<file path="src/rsc_map.svh">
`ifndef RSC_MAP_SVH
`define RSC_MAP_SVH

// ------------------------------------------------------------
// Register offsets
// ------------------------------------------------------------
`define RSC_ADDR_W 4
`define RSC_OFS_CTRL 4'h0
`define RSC_OFS_SETTLE 4'h4
`define RSC_OFS_STATUS 4'h8

// ------------------------------------------------------------
// Field positions
// ------------------------------------------------------------
`define RSC_CTRL_IDLE 0
`define RSC_CTRL_STOP 1
`define RSC_CTRL_XTAL 2
`define RSC_SETTLE_W 2
`define RSC_ST_STATE_LO 0
`define RSC_ST_STATE_HI 3
`define RSC_ST_CAUSE_LO 4
`define RSC_ST_CAUSE_HI 7

// ------------------------------------------------------------
// Reset values
// ------------------------------------------------------------
`define RSC_CTRL_RST 1'h0
`define RSC_SETTLE_RST 2'h0

// ------------------------------------------------------------
// Timing
// ------------------------------------------------------------
`define RSC_CLK_PERIOD_NS 10
`define RSC_STOP_FIX_NS 34000
`define RSC_PIN_MIN_NS 2000
`define RSC_OPT_READ_NS 100
`define RSC_CYC(ns) (((ns) + `RSC_CLK_PERIOD_NS - 1) / `RSC_CLK_PERIOD_NS)
`define RSC_TMR_W 16
`define RSC_SETTLE_CYC0 16'h0100
`define RSC_SETTLE_CYC1 16'h0200
`define RSC_SETTLE_CYC2 16'h0400
`define RSC_SETTLE_CYC3 16'h0800

`endif

</file>
<file path="src/rsc_pkg.sv">
package rsc_pkg;

   typedef enum logic [3:0] {
      RSC_RESET = 4'h0,
      RSC_PIN_HOLD = 4'h1,
      RSC_RST_OSC = 4'h2,
      RSC_OPT_READ = 4'h3,
      RSC_OPT_SETTLE = 4'h4,
      RSC_RUN = 4'h5,
      RSC_IDLE = 4'h6,
      RSC_STOP = 4'h7,
      RSC_STOP_OSC = 4'h8,
      RSC_STOP_FIX = 4'h9,
      RSC_STOP_SETTLE = 4'ha
   } rsc_state_t;

   typedef struct packed {
      logic resetPinInputPort;
      logic [1:0] settleCode;
   } rsc_opt_t;

   typedef struct packed {
      logic powerOnClear;
      logic lowVoltageDetector;
      logic watchdog;
      logic pin;
   } rsc_cause_t;

endpackage : rsc_pkg

</file>
<file path="src/rsc_standby_reset.sv">
// Function
// - The deep-sleep exit wait is counted only after the oscillator reports that it runs, for reset and interrupt exits alike.
// - The settle wait after reset release uses the option byte value, not the settle-select register.
// - Idle or deep sleep is left at once, or never entered, while any request flag is set with its mask clear.
// - A deep-sleep exit holds operation for a fixed typical interval before normal operation resumes.
// - With a crystal or ceramic resonator the settle-select wait is added after the fixed interval.
// - While any reset is asserted both the system clock and the low-speed oscillator are stopped.
// - With the reset pin used as an input port, a low pin after an internal reset release and before the option byte is read again still resets.
// - A reset entered that way holds until the pin goes high.
// - The low-voltage detector is not reset by its own internal reset.
// - A watchdog overflow reset also resets the watchdog.
//
// The implementer's own choices: the strobed register port and the register addresses.
`include "rsc_map.svh"

module rsc_standby_reset
   import rsc_pkg::*;
(
   input wire logic mclk,
   input wire logic arst_n,
   input wire logic [`RSC_ADDR_W-1:0] regAddr,
   input wire logic [31:0] regWdata,
   input wire logic regWr,
   input wire logic regRd,
   output logic [31:0] regRdata,
   input wire logic [7:0] intReq,
   input wire logic [7:0] intMask,
   input wire logic resetPinIn,
   input wire logic powerOnClearReq,
   input wire logic lowVoltageDetectorReq,
   input wire logic watchdogReq,
   input wire logic oscRunning,
   input wire rsc_opt_t optByte,
   output logic sysClkEn,
   output logic lowSpeedOscEn,
   output logic cpuRun,
   output logic sysResetOut,
   output logic lowVoltageDetectorRst,
   output logic watchdogRst
);

   // ------------------------------------------------------------
   // State and registers
   // ------------------------------------------------------------
   rsc_state_t state_r;
   rsc_state_t state_nxt;
   rsc_cause_t cause_r;
   rsc_cause_t cause_nxt;
   rsc_opt_t opt_r;
   rsc_opt_t opt_nxt;
   logic xtal_r;
   logic xtal_nxt;
   logic [`RSC_SETTLE_W-1:0] settle_r;
   logic [`RSC_SETTLE_W-1:0] settle_nxt;
   logic [`RSC_TMR_W-1:0] pinCnt_r;
   logic [`RSC_TMR_W-1:0] pinCnt_nxt;
   logic [31:0] rdata_r;
   logic [31:0] rdata_nxt;
   logic outRst_r;
   logic outRst_nxt;
   logic lviRst_r;
   logic lviRst_nxt;
   logic wdtRst_r;
   logic wdtRst_nxt;
   logic clkEn_r;
   logic clkEn_nxt;
   logic lsEn_r;
   logic lsEn_nxt;
   logic run_r;
   logic run_nxt;

   logic tmrLoad;
   logic [`RSC_TMR_W-1:0] tmrVal;
   logic tmrDone;
   logic wakePending;
   logic internalReq;
   logic pinLow;
   logic pinQualified;
   logic wrCtrl;
   logic idleReq;
   logic stopReq;

   // ------------------------------------------------------------
   // Wait timer
   // ------------------------------------------------------------
   rsc_timer u_timer (
      .mclk(mclk),
      .arst_n(arst_n),
      .load(tmrLoad),
      .loadVal(tmrVal),
      .done(tmrDone)
   );

   function automatic logic [`RSC_TMR_W-1:0] settleCycles(input logic [`RSC_SETTLE_W-1:0] code);
      logic [`RSC_TMR_W-1:0] v;
      case (code)
         2'h0: v = `RSC_SETTLE_CYC0;
         2'h1: v = `RSC_SETTLE_CYC1;
         2'h2: v = `RSC_SETTLE_CYC2;
         default: v = `RSC_SETTLE_CYC3;
      endcase
      return v;
   endfunction : settleCycles

   // ------------------------------------------------------------
   // Request decode
   // ------------------------------------------------------------
   // unmasked wake
   assign wakePending = |(intReq & ~intMask);
   assign internalReq = powerOnClearReq | lowVoltageDetectorReq | watchdogReq;
   assign pinLow = !resetPinIn;
   assign wrCtrl = regWr && (regAddr == `RSC_OFS_CTRL);
   assign idleReq = wrCtrl && regWdata[`RSC_CTRL_IDLE];
   assign stopReq = wrCtrl && regWdata[`RSC_CTRL_STOP];

   // ------------------------------------------------------------
   // Reset pin filter
   // ------------------------------------------------------------
   // Glitches shorter than the minimum low time are ignored
   always_comb begin
      pinCnt_nxt = pinLow ? pinCnt_r : '0;
      if (pinLow && (pinCnt_r != `RSC_TMR_W'(`RSC_CYC(`RSC_PIN_MIN_NS)))) begin
         pinCnt_nxt = pinCnt_r + 1'b1;
      end
   end
   assign pinQualified = (pinCnt_r == `RSC_TMR_W'(`RSC_CYC(`RSC_PIN_MIN_NS)));

   // ------------------------------------------------------------
   // Sequencer
   // ------------------------------------------------------------
   always_comb begin
      state_nxt = state_r;
      cause_nxt = cause_r;
      opt_nxt = opt_r;
      tmrLoad = 1'b0;
      tmrVal = '0;
      case (state_r)
         RSC_RESET: begin
            if (!internalReq) begin
               state_nxt = pinLow ? RSC_PIN_HOLD : RSC_RST_OSC;
            end
         end
         RSC_PIN_HOLD: begin
            if (resetPinIn) begin
               state_nxt = RSC_RST_OSC;
            end
         end
         RSC_RST_OSC: begin
            if (oscRunning) begin
               state_nxt = RSC_OPT_READ;
               tmrLoad = 1'b1;
               tmrVal = `RSC_TMR_W'(`RSC_CYC(`RSC_OPT_READ_NS));
            end
         end
         RSC_OPT_READ: begin
            if (tmrDone) begin
               opt_nxt = optByte;
               state_nxt = RSC_OPT_SETTLE;
               tmrLoad = 1'b1;
               tmrVal = settleCycles(optByte.settleCode);
            end
         end
         RSC_OPT_SETTLE: begin
            if (tmrDone) begin
               state_nxt = RSC_RUN;
            end
         end
         RSC_RUN: begin
            if (!wakePending) begin
               if (stopReq) begin
                  state_nxt = RSC_STOP;
               end else if (idleReq) begin
                  state_nxt = RSC_IDLE;
               end
            end
         end
         RSC_IDLE: begin
            if (wakePending) begin
               state_nxt = RSC_RUN;
            end
         end
         RSC_STOP: begin
            if (wakePending) begin
               state_nxt = RSC_STOP_OSC;
            end
         end
         RSC_STOP_OSC: begin
            if (oscRunning) begin
               state_nxt = RSC_STOP_FIX;
               tmrLoad = 1'b1;
               tmrVal = `RSC_TMR_W'(`RSC_CYC(`RSC_STOP_FIX_NS));
            end
         end
         RSC_STOP_FIX: begin
            if (tmrDone) begin
               if (xtal_r) begin
                  state_nxt = RSC_STOP_SETTLE;
                  tmrLoad = 1'b1;
                  tmrVal = settleCycles(settle_r);
               end else begin
                  state_nxt = RSC_RUN;
               end
            end
         end
         RSC_STOP_SETTLE: begin
            if (tmrDone) begin
               state_nxt = RSC_RUN;
            end
         end
         default: begin
            state_nxt = RSC_RESET;
         end
      endcase
      // Reset entry overrides every state
      if (internalReq) begin
         state_nxt = RSC_RESET;
         cause_nxt = '0;
         cause_nxt.powerOnClear = powerOnClearReq;
         cause_nxt.lowVoltageDetector = lowVoltageDetectorReq;
         cause_nxt.watchdog = watchdogReq;
      end else if (pinLow && (state_r == RSC_RST_OSC || state_r == RSC_OPT_READ)) begin
         state_nxt = RSC_PIN_HOLD;
         cause_nxt = '0;
         cause_nxt.pin = 1'b1;
      end else if (pinQualified && !opt_r.resetPinInputPort && state_r != RSC_PIN_HOLD) begin
         state_nxt = RSC_PIN_HOLD;
         cause_nxt = '0;
         cause_nxt.pin = 1'b1;
      end
   end

   // ------------------------------------------------------------
   // Outputs and register file
   // ------------------------------------------------------------
   always_comb begin
      logic inReset;
      inReset = 1'b0;
      inReset = (state_nxt == RSC_RESET) || (state_nxt == RSC_PIN_HOLD);
      outRst_nxt = inReset;
      clkEn_nxt = !inReset && (state_nxt != RSC_STOP) && (state_nxt != RSC_STOP_OSC);
      lsEn_nxt = !inReset;
      // Registered so the run flag never glitches
      run_nxt = (state_nxt == RSC_RUN);
      lviRst_nxt = inReset && !cause_nxt.lowVoltageDetector;
      wdtRst_nxt = inReset;
      xtal_nxt = xtal_r;
      settle_nxt = settle_r;
      if (inReset) begin
         xtal_nxt = `RSC_CTRL_RST;
         settle_nxt = `RSC_SETTLE_RST;
      end else if (wrCtrl) begin
         xtal_nxt = regWdata[`RSC_CTRL_XTAL];
      end else if (regWr && (regAddr == `RSC_OFS_SETTLE)) begin
         settle_nxt = regWdata[`RSC_SETTLE_W-1:0];
      end
      rdata_nxt = '0;
      if (regRd) begin
         case (regAddr)
            `RSC_OFS_CTRL: rdata_nxt[`RSC_CTRL_XTAL] = xtal_r;
            `RSC_OFS_SETTLE: rdata_nxt[`RSC_SETTLE_W-1:0] = settle_r;
            `RSC_OFS_STATUS: begin
               rdata_nxt[`RSC_ST_STATE_HI:`RSC_ST_STATE_LO] = state_r;
               rdata_nxt[`RSC_ST_CAUSE_HI:`RSC_ST_CAUSE_LO] = cause_r;
            end
            default: rdata_nxt = '0;
         endcase
      end
   end

   always_ff @(posedge mclk or negedge arst_n) begin
      if (!arst_n) begin
         state_r <= RSC_RESET;
         cause_r <= '0;
         opt_r <= '0;
         xtal_r <= `RSC_CTRL_RST;
         settle_r <= `RSC_SETTLE_RST;
         pinCnt_r <= '0;
         rdata_r <= '0;
         outRst_r <= 1'b1;
         lviRst_r <= 1'b1;
         wdtRst_r <= 1'b1;
         clkEn_r <= 1'b0;
         lsEn_r <= 1'b0;
         run_r <= 1'b0;
      end else begin
         state_r <= state_nxt;
         cause_r <= cause_nxt;
         opt_r <= opt_nxt;
         xtal_r <= xtal_nxt;
         settle_r <= settle_nxt;
         pinCnt_r <= pinCnt_nxt;
         rdata_r <= rdata_nxt;
         outRst_r <= outRst_nxt;
         lviRst_r <= lviRst_nxt;
         wdtRst_r <= wdtRst_nxt;
         clkEn_r <= clkEn_nxt;
         lsEn_r <= lsEn_nxt;
         run_r <= run_nxt;
      end
   end

   assign regRdata = rdata_r;
   assign sysClkEn = clkEn_r;
   assign lowSpeedOscEn = lsEn_r;
   assign cpuRun = run_r;
   assign sysResetOut = outRst_r;
   assign lowVoltageDetectorRst = lviRst_r;
   assign watchdogRst = wdtRst_r;

endmodule : rsc_standby_reset

</file>
<file path="src/rsc_timer.sv">
`include "rsc_map.svh"

module rsc_timer
   import rsc_pkg::*;
(
   input wire logic mclk,
   input wire logic arst_n,
   input wire logic load,
   input wire logic [`RSC_TMR_W-1:0] loadVal,
   output logic done
);

   logic [`RSC_TMR_W-1:0] cnt_r;
   logic [`RSC_TMR_W-1:0] cnt_nxt;
   logic done_r;
   logic done_nxt;

   always_comb begin
      cnt_nxt = cnt_r;
      done_nxt = 1'b0;
      if (load) begin
         cnt_nxt = loadVal;
      end else if (cnt_r != '0) begin
         cnt_nxt = cnt_r - 1'b1;
         done_nxt = (cnt_r == `RSC_TMR_W'(1));
      end
   end

   always_ff @(posedge mclk or negedge arst_n) begin
      if (!arst_n) begin
         cnt_r <= '0;
         done_r <= 1'b0;
      end else begin
         cnt_r <= cnt_nxt;
         done_r <= done_nxt;
      end
   end

   assign done = done_r;

endmodule : rsc_timer
</file>
<file path="config.mk">
export PLATFORM = sky130hd
export DESIGN_NAME = rsc_standby_reset
export DESIGN_NICKNAME = d
export VERILOG_FILES = /design/src/rsc_pkg.sv /design/src/rsc_standby_reset.sv /design/src/rsc_timer.sv
export VERILOG_INCLUDE_DIRS = /design/src
export SDC_FILE = /design/constraint.sdc
export NUM_CORES = 1
export LEC_CHECK = 0
export ABC_AREA = 0
export BUFFER_PORTS_ARGS = -buffer_cell sky130_fd_sc_hd__buf_2
export CORE_UTILIZATION = 25
export CTS_BUF_LIST = sky130_fd_sc_hd__clkbuf_8
export DETAILED_ROUTE_END_ITERATION = 6
export GPL_TIMING_DRIVEN = 0
export PLACE_DENSITY = 0.47
export SLEW_MARGIN = 0
export SYNTH_ARGS = -nofsm -noshare
export SYNTH_HDL_FRONTEND = slang
export SYNTH_SLANG_ARGS = --single-unit
</file>
<file path="constraint.sdc">
create_clock -name mclk -period 2.8 [get_ports mclk]
set_input_delay 0.56 -clock mclk [delete_from_list [all_inputs] [get_ports mclk]]
set_output_delay 0.56 -clock mclk [all_outputs]
set_load 0.03 [all_outputs]
</file>
==> impl_metrics.py, run 1 <==
metrics = {
    "drt": {
        "ant_nets": 0,
        "post_drt_wl_per_cell_um": 12.3,
        "vias_per_cell": 4.43,
        "drc_errors": 0,
        "drt-total-wl_um": 7780,
        "vias": 2795,
        "first_pass_iters": 4,
        "drt_iter0_markers": 126,
    },
    "pwr": {
        "seqPwrFrac": 0.442,
        "p_int_mw": 1.64,
        "power.static_leakage_nw": 1.93,
        "comb_power_share": 0.223,
        "ir_drop_mv": 0.228,
        "clock_power_share": 0.335,
        "p_per_area_mw_per_mm2": 575,
        "switching_share": 0.319,
        "switching_power_mw": 0.768,
    },
    "floorplan": {
        "ios": 102,
        "fp-row-count": 42,
        "die_x_um": 119,
        "start_util": 0.258,
        "die_h_um": 119,
        "fp.dieArea_mm2": 0.0142,
        "core_area_mm2": 0.0133,
    },
    "clock_tree": {
        "clkLatencyLatePin_ns": 0.34,
        "cts_tree": "built",
        "hold_buffers": 0,
        "clk_pin_slew_ns": 0.07,
        "postCtsSetupBuffers": 0,
        "cts-root-buf": "clkbuf_8",
        "ctsResizeCount": 0,
        "cts_max_level": 3,
        "numCtsBuffers": 9,
        "clkSinkCount": 58,
        "clk_path_buf_depth": 2,
    },
    "placement": {
        "dpl.hpwl_um": 5740,
        "dp_worst_setup_slack_ns": 0.522,
        "portBuffers": 47,
        "routabilityCongestion": 0.830,
    },
    "cells_and_area": {
        "num-nets-final": 518,
        "seq_area_mm2": 0.00145,
        "fillers": 1424,
        "multi_input_area_mm2": 0.00179,
        "diodes": 0,
        "drive_gt1_frac": 0.248,
        "areaGrowthSynthToFinish_pct": 21.7,
    },
    "timing": {
        "min_period_ns": 2.21,
        "fin_ws_ns": 0.588,
        "setup_viol": 0,
        "slew_headroom": 0.509,
        "fin_crit_sh": 0.790,
        "fmax_mhz": 452,
        "fin_setup_tns_ns": 0,
        "rsz0062_at_grt": "no",
        "timing.final.hold_violations": 0,
        "worstMarginPinSlew_ns": 0.736,
        "maxSlewViolCount": 0,
        "fin_skew_ns": 0.00572,
    },
    "yosys": {
        "syn_area_per_cell_um2": 9.33,
        "ys_ff_latch": 58,
        "yosysSeqAreaShare": 0.422,
        "synth_ff_type": "dfrtp_1",
        "synth_edf_count": 0,
        "ys_warn_count": 0,
        "synth_cell_types": 65,
        "syn_area_mm2": 0.00344,
        "syn_inst": 369,
        "async_flop_share": 1.00,
    },
    "grt": {
        "antenna_found_initial": 0,
        "grt_pass1_vias": 2818,
        "grt_pass1_wl_um": 13700,
        "grt_overflow_total": 0,
        "grt_max_degree": 59,
        "grt_usage": 0.120,
    },
    "critical_path": {
        "cp_slowest_cell": "nor4_1",
        "crit_type": "register to register",
        "endpoint_kind": "register",
        "arrival_ns": 2.40,
        "critPathRequiredTime_ns": 2.98,
        "start_kind": "register",
        "cp_max_fo": 6,
        "crit_chain": "nor4_1, nand2_1, o21ai_1, nor3b_1, xnor2_1, o221ai_1",
        "crit_path_max_incr_delay_ns": 0.56,
    },
    "worst_hold_path": {
        "min_path_type": "primary input to async pin",
    },
    "flow_run": {
        "cap_violations": 0,
    },
    "run_status": {
        "outcome": "completed",
    },
}
worst max-delay path: cells and delay by family, from the launching register on:
| family | cells | cell delay (ns) |
|---|---|---|
| AND/OR/NAND/NOR | 3 | 0.87 |
| AO/OA/AOI/OAI | 2 | 0.57 |
| flip-flops | 1 | 0.43 |
| XOR/XNOR | 1 | 0.19 |
cells in the final DEF, fill, tap and decap left out, types with 10 or more instances in the layout:
cell,instances
dfrtp_1,56
buf_2,50
nor2_1,43
buf_4,28
nand2_1,28
conb_1,24
a21oi_1,19
inv_1,13
xnor2_1,13
nand3_1,12
nand2b_1,11
nor3_1,11
clkbuf_8,11
xor2_1,10
power by group through the flow:
stage	Clock [mW]	Sequential (mW)	Combinational, mW
after floorplan	0	1.06	0.419
after global placement	0	1.08	0.541
after detailed placement	0	1.08	0.542
after CTS	0.841	1.06	0.546
after global routing	0.876	1.08	0.608
final	0.807	1.06	0.538
final cells by class:
class	instances	area share
Tap cell	176	0.0525
Inverter	13	0.0116
Timing Repair Buffer	47	0.0567
Sequential cell	58	0.347
Clock inverter	5	0.0125
Multi-Input combinational cell	287	0.428
Clock buffer	11	0.0361
Buffer	34	0.0558
through the flow:
step	utilization	power (mW)	cells	hold WS, ns	area [µm²]
6_report	0.314	2.41	631	0.285	4190
5_1_grt	0.314	2.57	631	0.353	4190
4_1_cts	0.314	2.45	631	0.390	4190
3_5_place_dp	0.299	1.62	615	0.462	3990
3_3_place_gp	0.299	1.62	615	0.455	3990
2_1_floorplan	-	1.48	392	0.264	3530
Yosys cell counts, drive strengths merged (5+ instances only):
master	instances	share of area
nor4	6	0.015
o2111ai	5	0.013
nor2	43	0.047
dfrtp	56	0.41
or3	8	0.015
nor2b	9	0.016
and3	6	0.011
nand2	28	0.031
a21o	5	0.011
xor2	10	0.025
a21oi	21	0.033
inv	13	0.014
o21ai	10	0.015
nand3	12	0.017
nand2b	11	0.020
nor3	14	0.028
buf	31	0.065
and2	7	0.013
xnor2	13	0.033
registers in the layout, indices dropped and copies added (netlist names):
register	cells
pinCnt_r	16
xtal_r	1
opt_r	1
cause_r	4
u_timer.cnt_r	16
cpuRun	1
sysClkEn	1
watchdogRst	1
u_timer.done	1
regRdata	8
lowSpeedOscEn	1
settle_r	2
state_r	4
lowVoltageDetectorRst	1
per-layer routing:
metal	vias to the layer above	wire length [µm]	GRT usage	share of wire
li1	1405	-	-	-
met1	1292	3640	0.154	0.47
met2	84	3690	0.200	0.47
met3	14	335	0.0239	0.043
met4	0	119	0.0445	0.015
met5	-	0	0	0
path summary, 6_finish.rpt:
path / startpoint / to / slack, ns / depth (start not counted)
hold reg to reg: cause_r[3] / cause_r[3] / 0.47 / 1
min in group mclk: powerOnClearReq / cause_r[3] / 0.41 / 2
hold / removal: arst_n / cause_r[1] / 0.28 / 1
setup / recovery: u_timer.cnt_r[12] / u_timer.cnt_r[9] / 0.59 / 6
setup reg to reg: u_timer.cnt_r[12] / u_timer.cnt_r[9] / 0.59 / 6
max in group asynchronous: arst_n / u_timer.cnt_r[10] / 2.03 / 1
cells by family after synthesis:
| logic type | synth area share |
|---|---|
| mux | 0.0120 |
| buf+inv | 0.0821 |
| fa+ha+maj | 0.0145 |
| compound gates | 0.140 |
| xor+xnor | 0.0585 |
| simple gates | 0.270 |
| flops | 0.422 |
| other cells | 0.00109 |
Note: power is estimated with default switching activity, not from simulation.
==> inputs of run 2 (changes only) <==
- ABC_AREA: 0 -> 1
- PLACE_DENSITY: 0.47 -> 0.46
- clock period: 2.8 -> 2.1 ns (I/O delays scaled with it)
==> run 2 against run 1 <==
Effect of this change:
- global-route usage increased by 0.31 points
- largest power group unchanged
- critical path depth increased by 4
- via count increased by 11%
- utilization increased by 0.58 points
- critical endpoint is now sysClkEn
- final area increased by 2.7%
==> impl_metrics.py, run 2 <==
metrics = {
    "run_status": {
        "outcome": "completed",
    },
    "placement": {
        "portBuffers": 48,
        "routabilityCongestion": 0.881,
        "dp_worst_setup_slack_ns": 0.112,
        "dpl.hpwl_um": 6350,
    },
    "clock_tree": {
        "cts_max_level": 3,
        "numCtsBuffers": 9,
        "postCtsSetupBuffers": 0,
        "cts_tree": "built",
        "clkLatencyLatePin_ns": 0.35,
        "clk_pin_slew_ns": 0.07,
        "clk_path_buf_depth": 2,
        "hold_buffers": 0,
        "clkSinkCount": 58,
        "cts-root-buf": "clkbuf_8",
    },
    "timing": {
        "min_period_ns": 1.88,
        "fin_skew_ns": 0.00794,
        "whs_ns": 0.118,
        "worstMarginPinSlew_ns": 0.768,
        "maxSlewViolCount": 0,
        "timing.final.hold_violations": 0,
        "fin_ws_ns": 0.220,
        "slew_headroom": 0.488,
        "fin_crit_sh": 0.895,
        "rsz0062_at_grt": "no",
        "setup_viol": 0,
        "fmax_mhz": 532,
        "fin_setup_tns_ns": 0,
    },
    "critical_path": {
        "endpoint_kind": "register",
        "endpoint": "sysClkEn",
        "start_kind": "register",
        "reg2reg_from": "state_r[2]",
        "arrival_ns": 2.12,
        "critical_path.startpoint": "state_r[2]",
        "crit_type": "register to register",
        "worstReg2RegEnd": "sysClkEn",
        "reg2reg_slack_ns": 0.22,
        "critPathRequiredTime_ns": 2.34,
        "worst_r2r_path_depth": 10,
        "cp_max_fo": 6,
    },
    "cells_and_area": {
        "areaGrowthSynthToFinish_pct": 23.1,
        "drive_gt1_frac": 0.230,
        "layout_common_cells": "96 x nand2_1, 70 x inv_1, 56 x dfrtp_1",
        "final_common_cell": "nand2_1",
        "num-nets-final": 615,
    },
    "yosys": {
        "syn_inst": 465,
        "synth_cell_types": 41,
        "synth_most_common_cell": "nand2_1",
        "synth_top_area_cell": "dfrtp_1",
        "ys_ff_latch": 58,
        "async_flop_share": 1.00,
        "yosys-top-cells-count": "97 x nand2_1, 69 x inv_1, 56 x dfrtp_1",
        "ys_warn_count": 0,
        "syn_area_per_cell_um2": 7.52,
        "syn_area_mm2": 0.00350,
        "yosysSeqAreaShare": 0.416,
        "synthTopCellsByArea": "dfrtp_1 40%, nand2_1 10%, inv_1 7.4%",
        "synth_ff_type": "dfrtp_1",
        "netlist.area_leader.share": 0.401,
        "synth_edf_count": 0,
    },
    "floorplan": {
        "die_x_um": 120,
        "ios": 102,
        "die_h_um": 120,
        "fp.dieArea_mm2": 0.0145,
        "core_area_mm2": 0.0135,
        "start_util": 0.260,
        "fp-row-count": 42,
    },
    "grt": {
        "grt_usage": 0.123,
        "grt-busiest-layer": "met2",
        "grt_max_degree": 59,
        "grt_overflow_total": 0,
        "met2_usage": 0.215,
        "met1_usage": 0.142,
        "antenna_found_initial": 1,
        "grt_pass1_vias": 3056,
        "grt_pass1_wl_um": 14000,
        "grtUsageMet3": 0.0373,
    },
    "drt": {
        "drt_iter0_markers": 99,
        "ant_nets": 0,
        "drc_errors": 0,
        "post_drt_wl_per_cell_um": 11.3,
        "first_pass_iters": 5,
        "vias": 3111,
        "vias_per_cell": 4.27,
        "drt-total-wl_um": 8210,
    },
    "pwr": {
        "p_per_area_mw_per_mm2": 790,
        "clock_power_share": 0.385,
        "seqPwrFrac": 0.400,
        "power.static_leakage_nw": 2.33,
        "p_total_mw": 3.40,
        "p_int_mw": 2.38,
        "switching_power_mw": 1.02,
        "comb_power_share": 0.215,
        "ir_drop_mv": 0.303,
        "switching_share": 0.301,
    },
    "flow_run": {
        "cap_violations": 0,
    },
    "worst_hold_path": {
        "min_path_type": "primary input to async pin",
    },
}
run 2: changes by cell type after synthesis, moves of 11 or more:
cell and change:
inv_1 +56, nand2b_1 -11, nand3_1 +19, nand2_1 +69
run 2: kinds of logic (layout without fill, tap and decap cells):
kind of cell / after synthesis / in the layout / synth area share
AOI/OAI and AO/OA: 52 / 52 / 0.0845
xor gates and xnor gates: 6 / 6 / 0.0150
adders and majority gates: 4 / 4 / 0.0143
buffers and inverters: 109 / 173 / 0.146
DFF: 58 / 58 / 0.416
muxes: 3 / 3 / 0.00966
other: 1 / 25 / 0.00107
and+or+nand+nor: 232 / 232 / 0.314
run 2: metrics by stage:
stage / utilization / instances / area, µm²
2_1_floorplan: - / 488 / 3580
4_1_cts: 0.319 / 728 / 4300
6_report: 0.320 / 729 / 4300
5_1_grt: 0.320 / 729 / 4300
3_3_place_gp: 0.301 / 712 / 4040
3_5_place_dp: 0.301 / 712 / 4040
run 2: worst min path at each step:
stage | endpoint | slack (ns) | cells after the start
3_5_place_dp | opt_r[2] | 0.47 | 2
2_1_floorplan | cause_r[0] | 0.12 | 0
6_report | u_timer.cnt_r[7] | 0.12 | 1
5_1_grt | u_timer.cnt_r[7] | 0.19 | 1
4_1_cts | cause_r[3] | 0.28 | 2
3_3_place_gp | regRdata[5] | 0.47 | 2
run 2: power groups by stage:
stage	Sequential, mW	Clock (mW)	Combinational [mW]
finish	1.36	1.31	0.732
global route	1.38	1.41	0.853
CTS	1.36	1.35	0.735
detailed placement	1.38	0	0.730
global placement	1.38	0	0.724
floorplan	1.36	0	0.562
run 2: per-layer routing:
layer  vias to the layer above  share of wire
met4                         0          0.012
met5                         -              0
met2                        62           0.51
li1                       1595              -
met1                      1445           0.44
met3                         9          0.035
run 2: cell type report:
type,count,area (µm²)
sequential,58,1450
antenna,1,2.50
buffer,27,203
multi-input combinational,321,1620
tap,176,220
clock inverter,5,101
timing repair buffer,48,243
clock buffer,11,151
fill,1489,9150
inverter,82,308
run 2: worst max-delay path, stage by stage (launching register included):
cell and delay (ns):
dfrtp_1 0.46, nor2_2 0.28, a21oi_1 0.17, nand3_2 0.12, nand3_2 0.13, nor2_4 0.18
nand2_2 0.12, nor2_2 0.09, nand3_1 0.07, nand2_1 0.09, nand2_1 0.06
run 2: timing repair:
| action | CTS | global route |
|---|---|---|
| resized for setup | 0 | 1 |
| endpoints found under the hold margin | 0 | 0 |
| setup endpoints to repair | 0 | 1 |
